==> config.mk <==
export PLATFORM = sky130hd
export DESIGN_NAME = port1_data_latch
export DESIGN_NICKNAME = d
export VERILOG_FILES = /design/src/port1_pkg.sv /design/src/pin_sync_if.sv /design/src/pin_sync.sv /design/src/port1_data_latch.sv
export SDC_FILE = /design/constraint.sdc
export NUM_CORES = 1
export LEC_CHECK = 0
export ABC_CLOCK_PERIOD_IN_PS = 1500
export BUFFER_PORTS_ARGS = -buffer_cell sky130_fd_sc_hd__clkbuf_2
export CAP_MARGIN = 20
export CORE_ASPECT_RATIO = 0.6
export CORE_MARGIN = 2
export CORE_UTILIZATION = 40
export DETAILED_ROUTE_END_ITERATION = 12
export HOLD_SLACK_MARGIN = 0.05
export PLACE_DENSITY = 0.7
export SETUP_SLACK_MARGIN = 0.05
export SYNTH_ARGS = -nofsm -noshare
export SYNTH_HDL_FRONTEND = slang
export SYNTH_HIERARCHICAL = 1
export SYNTH_SLANG_ARGS = --single-unit
==> constraint.sdc <==
create_clock -name mclk -period 1.5 [get_ports mclk]
set_clock_uncertainty 0.1 [all_clocks]
set_input_delay 0.3 -clock mclk [delete_from_list [all_inputs] [get_ports mclk]]
set_output_delay 0.3 -clock mclk [all_outputs]
set_load 0.005 [all_outputs]
==> src/port1_pkg.sv <==
// Constants and register map for the port 1 data latch block
// Summary of operation
// - Latch 0 drives low; 1 per drive mode
// - Crossbar-claimed pins ignore the latch value
// - Port read returns sensed pin levels
// - Every pin selectable as aux analog channel
// - Analog pins skipped by crossbar, input disabled
// - Analog pins still driven from latch, mode
// - Memory interface drives address high byte
package port1_pkg;
   localparam int PORT_W = 8;
   localparam int ADR_W  = 8;
   localparam int DAT_W  = 32;

   // Register byte offsets
   localparam logic [ADR_W-1:0] OFS_PIN_LATCH   = 8'h00;
   localparam logic [ADR_W-1:0] OFS_DRIVE_SEL   = 8'h04;
   localparam logic [ADR_W-1:0] OFS_ANALOG_SEL  = 8'h08;
   localparam logic [ADR_W-1:0] OFS_XBAR_A      = 8'h0c;
   localparam logic [ADR_W-1:0] OFS_XBAR_B      = 8'h10;
   localparam logic [ADR_W-1:0] OFS_XBAR_C      = 8'h14;

   // Reset values
   localparam logic [PORT_W-1:0] RST_PIN_LATCH  = 8'hff;
   localparam logic [PORT_W-1:0] RST_DRIVE_SEL  = 8'h00;
   localparam logic [PORT_W-1:0] RST_ANALOG_SEL = 8'hff;
   localparam logic [PORT_W-1:0] RST_XBAR       = 8'h00;
   localparam logic [PORT_W-1:0] RST_PIN_SYNC   = 8'hff;
endpackage : port1_pkg
==> src/pin_sync_if.sv <==
// Carrier between the top module and the pin input synchroniser
`timescale 1ns/1ps
interface pin_sync_if;
   import port1_pkg::*;
   logic [PORT_W-1:0] raw;
   logic [PORT_W-1:0] level;
   modport sync (input raw, output level);
   modport user (output raw, input level);
endinterface : pin_sync_if

==> src/pin_sync.sv <==
// Three-stage pin synchroniser with agreement filter
`timescale 1ns/1ps
module pin_sync (
   input  wire logic mclk,
   input  wire logic rst,
   pin_sync_if.sync  bus
);
   import port1_pkg::*;
   logic [PORT_W-1:0] s1;
   logic [PORT_W-1:0] s2;
   logic [PORT_W-1:0] s3;
   logic [PORT_W-1:0] level;

   // Stage one feeds stage two only, to keep metastability contained
   always_ff @(posedge mclk) begin
      if (rst) begin
         s1 <= RST_PIN_SYNC;
         s2 <= RST_PIN_SYNC;
         s3 <= RST_PIN_SYNC;
      end else begin
         s1 <= bus.raw;
         s2 <= s1;
         s3 <= s2;
      end
   end

   // A bit changes only once stages two and three agree
   always_ff @(posedge mclk) begin
      if (rst) begin
         level <= RST_PIN_SYNC;
      end else begin
         level <= (s2 & ~(s2 ^ s3)) | (level & (s2 ^ s3));
      end
   end

   assign bus.level = level;
endmodule : pin_sync

==> src/port1_data_latch.sv <==
// Port 1 data latch, drive selection and pin read-back with Wishbone slave
`timescale 1ns/1ps
module port1_data_latch (
   input  wire logic                        mclk,
   input  wire logic                        rst,
   input  wire logic                        wb_cyc_i,
   input  wire logic                        wb_stb_i,
   input  wire logic                        wb_we_i,
   input  wire logic [port1_pkg::ADR_W-1:0] wb_adr_i,
   input  wire logic [3:0]                  wb_sel_i,
   input  wire logic [port1_pkg::DAT_W-1:0] wb_dat_i,
   output logic      [port1_pkg::DAT_W-1:0] wb_dat_o,
   output logic                             wb_ack_o,
   input  wire logic [port1_pkg::PORT_W-1:0] pin_in,
   output logic      [port1_pkg::PORT_W-1:0] pin_out,
   output logic      [port1_pkg::PORT_W-1:0] pin_oe,
   input  wire logic [port1_pkg::PORT_W-1:0] xbar_claim,
   input  wire logic [port1_pkg::PORT_W-1:0] periph_out,
   input  wire logic [port1_pkg::PORT_W-1:0] periph_oe,
   input  wire logic                        emif_nonmux,
   input  wire logic                        emif_drive,
   input  wire logic [port1_pkg::PORT_W-1:0] emif_addr_hi,
   output logic      [port1_pkg::PORT_W-1:0] aux_analog_channel_en,
   output logic      [port1_pkg::PORT_W-1:0] xbar_skip,
   output logic      [port1_pkg::PORT_W-1:0] crossbar_config_a,
   output logic      [port1_pkg::PORT_W-1:0] crossbar_config_b,
   output logic      [port1_pkg::PORT_W-1:0] crossbar_config_c
);
   import port1_pkg::*;

   logic [PORT_W-1:0] port1_pin_latch;
   logic [PORT_W-1:0] port1_drive_select;
   logic [PORT_W-1:0] port1_analog_digital_select;

   pin_sync_if sif ();

   assign sif.raw = pin_in;

   pin_sync u_sync (
      .mclk (mclk),
      .rst  (rst),
      .bus  (sif)
   );

   // Bus decode; a request is served once, in the cycle before ack
   // Masking with ack stops a held strobe being taken on every edge
   wire               req       = wb_cyc_i & wb_stb_i & ~wb_ack_o;
   wire               wr        = req & wb_we_i & wb_sel_i[0];
   wire               hit_latch = wb_adr_i == OFS_PIN_LATCH;
   wire               hit_drive = wb_adr_i == OFS_DRIVE_SEL;
   wire               hit_anal  = wb_adr_i == OFS_ANALOG_SEL;
   wire               hit_xa    = wb_adr_i == OFS_XBAR_A;
   wire               hit_xb    = wb_adr_i == OFS_XBAR_B;
   wire               hit_xc    = wb_adr_i == OFS_XBAR_C;

   // Digital pins only; analog pins have their input path off
   wire [PORT_W-1:0]  digital   = port1_analog_digital_select;
   // Reading pads, not the latch, shows a pin that the board holds
   // pin read-back
   wire [PORT_W-1:0]  pin_read  = sif.level & digital;

   // Readback selection; unmapped addresses read as zero
   wire [PORT_W-1:0]  rd_byte   =
      hit_latch ? pin_read :
      hit_drive ? port1_drive_select :
      hit_anal  ? port1_analog_digital_select :
      hit_xa    ? crossbar_config_a :
      hit_xb    ? crossbar_config_b :
      hit_xc    ? crossbar_config_c : 8'h00;

   // Bus answer: ack registered, so one wait state; ack drops after one cycle
   always_ff @(posedge mclk) begin
      if (rst) begin
         wb_ack_o <= 1'b0;
         wb_dat_o <= 32'h0000_0000;
      end else begin
         wb_ack_o <= req;
         wb_dat_o <= {24'h00_0000, rd_byte};
      end
   end

   always_ff @(posedge mclk) begin
      if (rst) begin
         port1_pin_latch <= RST_PIN_LATCH;
      end else if (wr && hit_latch) begin
         port1_pin_latch <= wb_dat_i[PORT_W-1:0];
      end
   end

   // Mode and crossbar configuration registers
   // A write with byte lane zero off changes nothing
   always_ff @(posedge mclk) begin
      if (rst) begin
         port1_drive_select          <= RST_DRIVE_SEL;
         port1_analog_digital_select <= RST_ANALOG_SEL;
         crossbar_config_a           <= RST_XBAR;
         crossbar_config_b           <= RST_XBAR;
         crossbar_config_c           <= RST_XBAR;
      end else if (wr) begin
         if (hit_drive) port1_drive_select <= wb_dat_i[PORT_W-1:0];
         if (hit_anal) port1_analog_digital_select <= wb_dat_i[PORT_W-1:0];
         if (hit_xa) crossbar_config_a <= wb_dat_i[PORT_W-1:0];
         if (hit_xb) crossbar_config_b <= wb_dat_i[PORT_W-1:0];
         if (hit_xc) crossbar_config_c <= wb_dat_i[PORT_W-1:0];
      end
   end

   wire               emif_act  = emif_nonmux & emif_drive;
   // analog pins never granted to the crossbar
   wire [PORT_W-1:0]  claim_eff = xbar_claim & digital;
   wire [PORT_W-1:0]  own       = ~claim_eff & ~{PORT_W{emif_act}};
   // An open-drain high is released; the board decides the level
   // latch low drives low, high drives only in push-pull
   // analog pins keep latch and mode driven output
   wire [PORT_W-1:0]  latch_oe  = ~port1_pin_latch | port1_drive_select;
   wire [PORT_W-1:0]  next_out  =
      emif_act ? emif_addr_hi :
      (claim_eff & periph_out) | (~claim_eff & port1_pin_latch);
   wire [PORT_W-1:0]  next_oe   =
      emif_act ? {PORT_W{1'b1}} :
      (claim_eff & periph_oe) | (~claim_eff & latch_oe);

   // Pad drive is registered so the pins never see decode glitches
   // Reset leaves every pad released, so nothing fights the board
   always_ff @(posedge mclk) begin
      if (rst) begin
         pin_out               <= RST_PIN_LATCH;
         pin_oe                <= 8'h00;
         aux_analog_channel_en <= 8'h00;
         xbar_skip             <= 8'h00;
      end else begin
         pin_out               <= next_out;
         pin_oe                <= next_oe;
         // analog channel n is pin n
         aux_analog_channel_en <= ~port1_analog_digital_select;
         xbar_skip             <= ~port1_analog_digital_select;
      end
   end
endmodule : port1_data_latch

==> results_tabular.tex <==
\begin{tabular}{lr}
\hline
Metric & Value \\
\hline
\multicolumn{2}{l}{\textbf{Cells and area}} \\
\quad Sequential cell area & approximately 2300 um2 \\
\quad Final core utilization & 0.550 \\
\quad Final design area excluding fillers & 6210 um2 \\
\quad Filler Cell Count & around 1000 \\
\quad Area added between synthesis and finish & 34.2\% \\
\quad Final Instance Count excl. Fillers & approximately 800 \\
\quad Final-stage net count & a little over 700 \\
\quad Share of final-layout standard cells stronger than drive strength 1 & 0.377 \\
\quad Number of diodes & 0 \\
\quad Area taken by multi-input logic gates & 2080 um2 \\
\multicolumn{2}{l}{\textbf{Synthesis}} \\
\quad Distinct cell type count after synthesis & 38 \\
\quad Dominant cell type by area after synthesis & sky130\_fd\_sc\_hd\_\_dfxtp\_1 \\
\quad Post-Syn Area per Cell & slightly below 10 um2 \\
\quad Proportion of synthesized chip area in sequential cells & 0.489 \\
\quad Post-synth design cell area & 4630 um2 \\
\quad Synth warnings & 6 \\
\quad \#FFs+latches synth & between 100 and 150 \\
\quad Most used flip-flop cell after synthesis & sky130\_fd\_sc\_hd\_\_dfxtp\_1 \\
\quad Fraction of post-synthesis cell area in the top cell type by area & 0.489 \\
\quad Leading cell types by total area after synthesis & sky130\_fd\_sc\_hd\_\_dfxtp\_1 49\%, sky130\_fd\_sc\_hd\_\_mux2i\_1 10\%, sky130\_fd\_sc\_hd\_\_nor2\_1 6.1\%, sky130\_fd\_sc\_hd\_\_buf\_4 5.4\%, sky130\_fd\_sc\_hd\_\_or2\_2 4.7\% \\
\quad Share of flip-flops with an asynchronous set or reset & 0 \\
\quad Most used standard cells in the synthesized netlist & 113 x sky130\_fd\_sc\_hd\_\_dfxtp\_1, 75 x sky130\_fd\_sc\_hd\_\_nor2\_1, 48 x sky130\_fd\_sc\_hd\_\_mux2i\_1 \\
\quad Fraction of the mapped netlist area in adder cells & 0 \\
\quad Post-synthesis cell count & around 470 \\
\quad Synthesized-area fraction occupied by xor and xnor cells & 0 \\
\quad Compound-cell area share of the yosys netlist & 0.106 \\
\quad Post-synth EDFFs & 0 \\
\quad Most numerous cell in the Yosys netlist & sky130\_fd\_sc\_hd\_\_dfxtp\_1 \\
\quad Synthesized-area fraction occupied by and/or/nand/nor cells & 0.212 \\
\quad Portion of netlist area occupied by mux cells & 0.104 \\
\quad Largest family of logic cells by synthesized area & simple AND/OR/NAND/NOR gates \\
\multicolumn{2}{l}{\textbf{Place}} \\
\quad Final weighted congestion in routability-driven placement & around 0.82 \\
\quad Post-Place Worst Slack & -293 ps \\
\quad Post-detailed-placement half-perimeter wirelength & between 8000 and 9000 um \\
\quad Port Buffer Count & 128 \\
\quad Post-DP Area & $\sim$5500 um2 \\
\quad Cell total after placement & about 760 \\
\multicolumn{2}{l}{\textbf{Global route}} \\
\quad First-pass GRT wire length & approximately 18000 um \\
\quad Number of global-route vias before repair & 3545 \\
\quad Largest net degree at the start of global routing & 72 \\
\quad Overall overflow remaining after global route & 0 \\
\quad Antenna violations before repair & 0 \\
\quad Global routing usage summed across all routing layers & 0.190 \\
\multicolumn{2}{l}{\textbf{Pwr}} \\
\quad Net switching share of the total power & 0.204 \\
\quad Share of total power in combinational logic & 0.066 \\
\quad Power share of the sequential group & 0.408 \\
\quad Power density relative to cell area & 1220 nW/um2 \\
\quad Switching Power & between 1500 and 2000 uW \\
\quad Internal power & around 6000 uW \\
\quad Largest vdd supply drop & between 0.9 and 1 mV \\
\quad Clock share of power & 0.526 \\
\quad Static leakage & 0.00297 uW \\
\multicolumn{2}{l}{\textbf{Status}} \\
\quad Violations in the final reports & negative setup slack \\
\quad Run status & finished, violations left \\
\multicolumn{2}{l}{\textbf{Clocking}} \\
\quad Root Buffer Master & sky130\_fd\_sc\_hd\_\_clkbuf\_16 \\
\quad Clock-pin slew on the worst setup and hold paths & 50 ps \\
\quad Deepest level of the CTS H-tree & 4 \\
\quad TritonCTS clock tree & built \\
\quad Number of sinks on the clock net & 113 \\
\quad Cts bufs inserted & 17 \\
\quad Insertion delay of the later-clocked pin in the worst-skew pair & approximately 400 ps \\
\quad Clock tree buffer depth & 2 \\
\multicolumn{2}{l}{\textbf{Timing}} \\
\quad Maximum frequency from static timing analysis & $\sim$660 MHz \\
\quad RSZ-0062 raised after global routing & yes \\
\quad TNS Setup & -27.2 ps \\
\quad Max-slew violation count & 0 \\
\quad Min cycle time layout & about 1500 ps \\
\quad Setup slack after layout & -24.4 ps \\
\quad Final setup violation count & 3 \\
\quad Final hold viol count & 0 \\
\quad Fraction of the cycle the final worst path needs & 1.02 \\
\multicolumn{2}{l}{\textbf{Critical path}} \\
\quad Slowest cell on the critical path & sky130\_fd\_sc\_hd\_\_dfxtp\_1 \\
\quad Setup crit start kind & flop \\
\quad Number of buffers and inverters on the critical path & 2 \\
\quad Critical path, cell by cell & and3b\_2 > buf\_4 > nand4\_4 > buf\_12 > a211o\_1 \\
\quad Critical path peak fanout & 16 \\
\quad Slowest Stage Delay on Critical Path & 300 ps \\
\quad Element type at the critical path end & flop \\
\quad Crit path kind & flop to flop \\
\quad Family with the most delay on the worst path & simple AND/OR/NAND/NOR gates \\
\quad Required arrival time at the worst endpoint & 1690 ps \\
\quad Critical Path AT & 1710 ps \\
\multicolumn{2}{l}{\textbf{Floorplan}} \\
\quad Top-level port count & between 150 and 200 \\
\quad Die extent in x & around 140 um \\
\quad Vertical extent of the die & 87.3 um \\
\quad Area of the die & 12500 um2 \\
\quad Starting utilization of the core area & 0.410 \\
\quad CORE AREA & between 10000 and 15000 um2 \\
\quad Placement Rows & 30 \\
\multicolumn{2}{l}{\textbf{Worst hold path}} \\
\quad Hold crit path type & primary input to flop \\
\multicolumn{2}{l}{\textbf{Detailed routing}} \\
\quad Residual DRC count & 0 \\
\quad WL/cell & around 15 um \\
\quad Number of vias after detailed routing & 3892 \\
\quad Total iterations of the first detailed-routing run & 5 \\
\quad Remaining number of nets flagged by the antenna check after routing & 0 \\
\quad 1st-iter DRT viols & around 270 \\
\quad Wire length after detailed routing & between 10000 and 15000 um \\
\quad Number of vias per cell after detailed routing & between 4 and 5 \\
\multicolumn{2}{l}{\textbf{Job}} \\
\quad Max-cap check violation count & 0 \\
\hline
\end{tabular}
worst min-delay path, cell delays in order:
cell	delay (ps)
sky130_fd_sc_hd__clkbuf_2	80
sky130_fd_sc_hd__o21ai_0	70
sky130_fd_sc_hd__a21oi_1	120
power by group through the flow:
stage	logic [uW]	clock network, uW	registers (uW)
after global placement	461	0	3140
after global routing	550	4180	3080
after CTS	493	4060	3080
final	499	3980	3080
after floorplan	295	0	3140
after detailed placement	471	0	3140
cell usage in the layout (no fill, tap or decap), types with 5 or more instances in the layout:
master / netlist / layout
sky130_fd_sc_hd__nand2b_1: 8 / 8
sky130_fd_sc_hd__dfxtp_1: 113 / 113
sky130_fd_sc_hd__nor3_1: 7 / 7
sky130_fd_sc_hd__a211o_1: 8 / 8
sky130_fd_sc_hd__or2_2: 35 / 35
sky130_fd_sc_hd__a221oi_1: 8 / 8
sky130_fd_sc_hd__clkbuf_8: 0 / 7
sky130_fd_sc_hd__mux2i_1: 48 / 46
sky130_fd_sc_hd__buf_4: 33 / 24
sky130_fd_sc_hd__clkbuf_16: 0 / 17
sky130_fd_sc_hd__inv_1: 8 / 8
sky130_fd_sc_hd__buf_12: 0 / 5
sky130_fd_sc_hd__nand3b_1: 10 / 10
sky130_fd_sc_hd__clkbuf_2: 1 / 127
sky130_fd_sc_hd__a211oi_1: 8 / 8
sky130_fd_sc_hd__o21ai_0: 15 / 15
sky130_fd_sc_hd__nand2_1: 12 / 11
sky130_fd_sc_hd__a222oi_1: 7 / 7
sky130_fd_sc_hd__conb_1: 1 / 24
sky130_fd_sc_hd__nor2_1: 75 / 75
sky130_fd_sc_hd__a21oi_1: 25 / 25
sky130_fd_sc_hd__dlygate4sd3_1: 0 / 8
through the flow:
step                power (uW)  hold slack [ps]
CTS                       7630             99.4
finish                    7560              119
detailed placement        3610              295
floorplan                 3440              289
global route              7810              122
global placement          3600              294
area by class of cell:
type                    instances  area share
clock buffers                  25      0.0846
well taps                     160      0.0322
repair buffers                168       0.168
clock inverters                 4      0.0117
multi-input cells             319       0.335
inverters                       8     0.00483
flip-flops and latches        113       0.364
logic make-up (layout without fill, tap and decap cells):
kind of cell           Yosys count  in the layout
buffers and inverters           65            205
other                            1             24
AND/OR/NAND/NOR                173            173
multiplexers                    48             48
AO/OA/AOI/OAI                   74             74
flip-flops                     113            113
layer usage:
metal  global-route usage  up-vias  part of all wire
met1                0.254     1834              0.46
met2                0.292      147              0.44
met3               0.0621       12             0.092
li1                     -     1899                 -
met4               0.0639        0             0.012
met5                    0        -                 0
path summary, 6_finish.rpt:
path,slack (ps),cells after the start,from,endpoint
setup / recovery,-20,5,wb_ack_o,port1_pin_latch[0]
setup reg to reg,-20,5,wb_ack_o,port1_pin_latch[0]
hold reg to reg,310,1,u_sync/s1[3],u_sync/s2[3]
hold / removal,120,3,periph_oe[5],pin_oe[5]
what timing repair did:
item                       CTS  global route
hold endpoints to repair     8             0
hold buffers                 8             0
setup endpoints to repair   46            45
gates resized for setup      3             4
setup buffers                1             1
No activity file was read; power rests on OpenSTA's default activity.
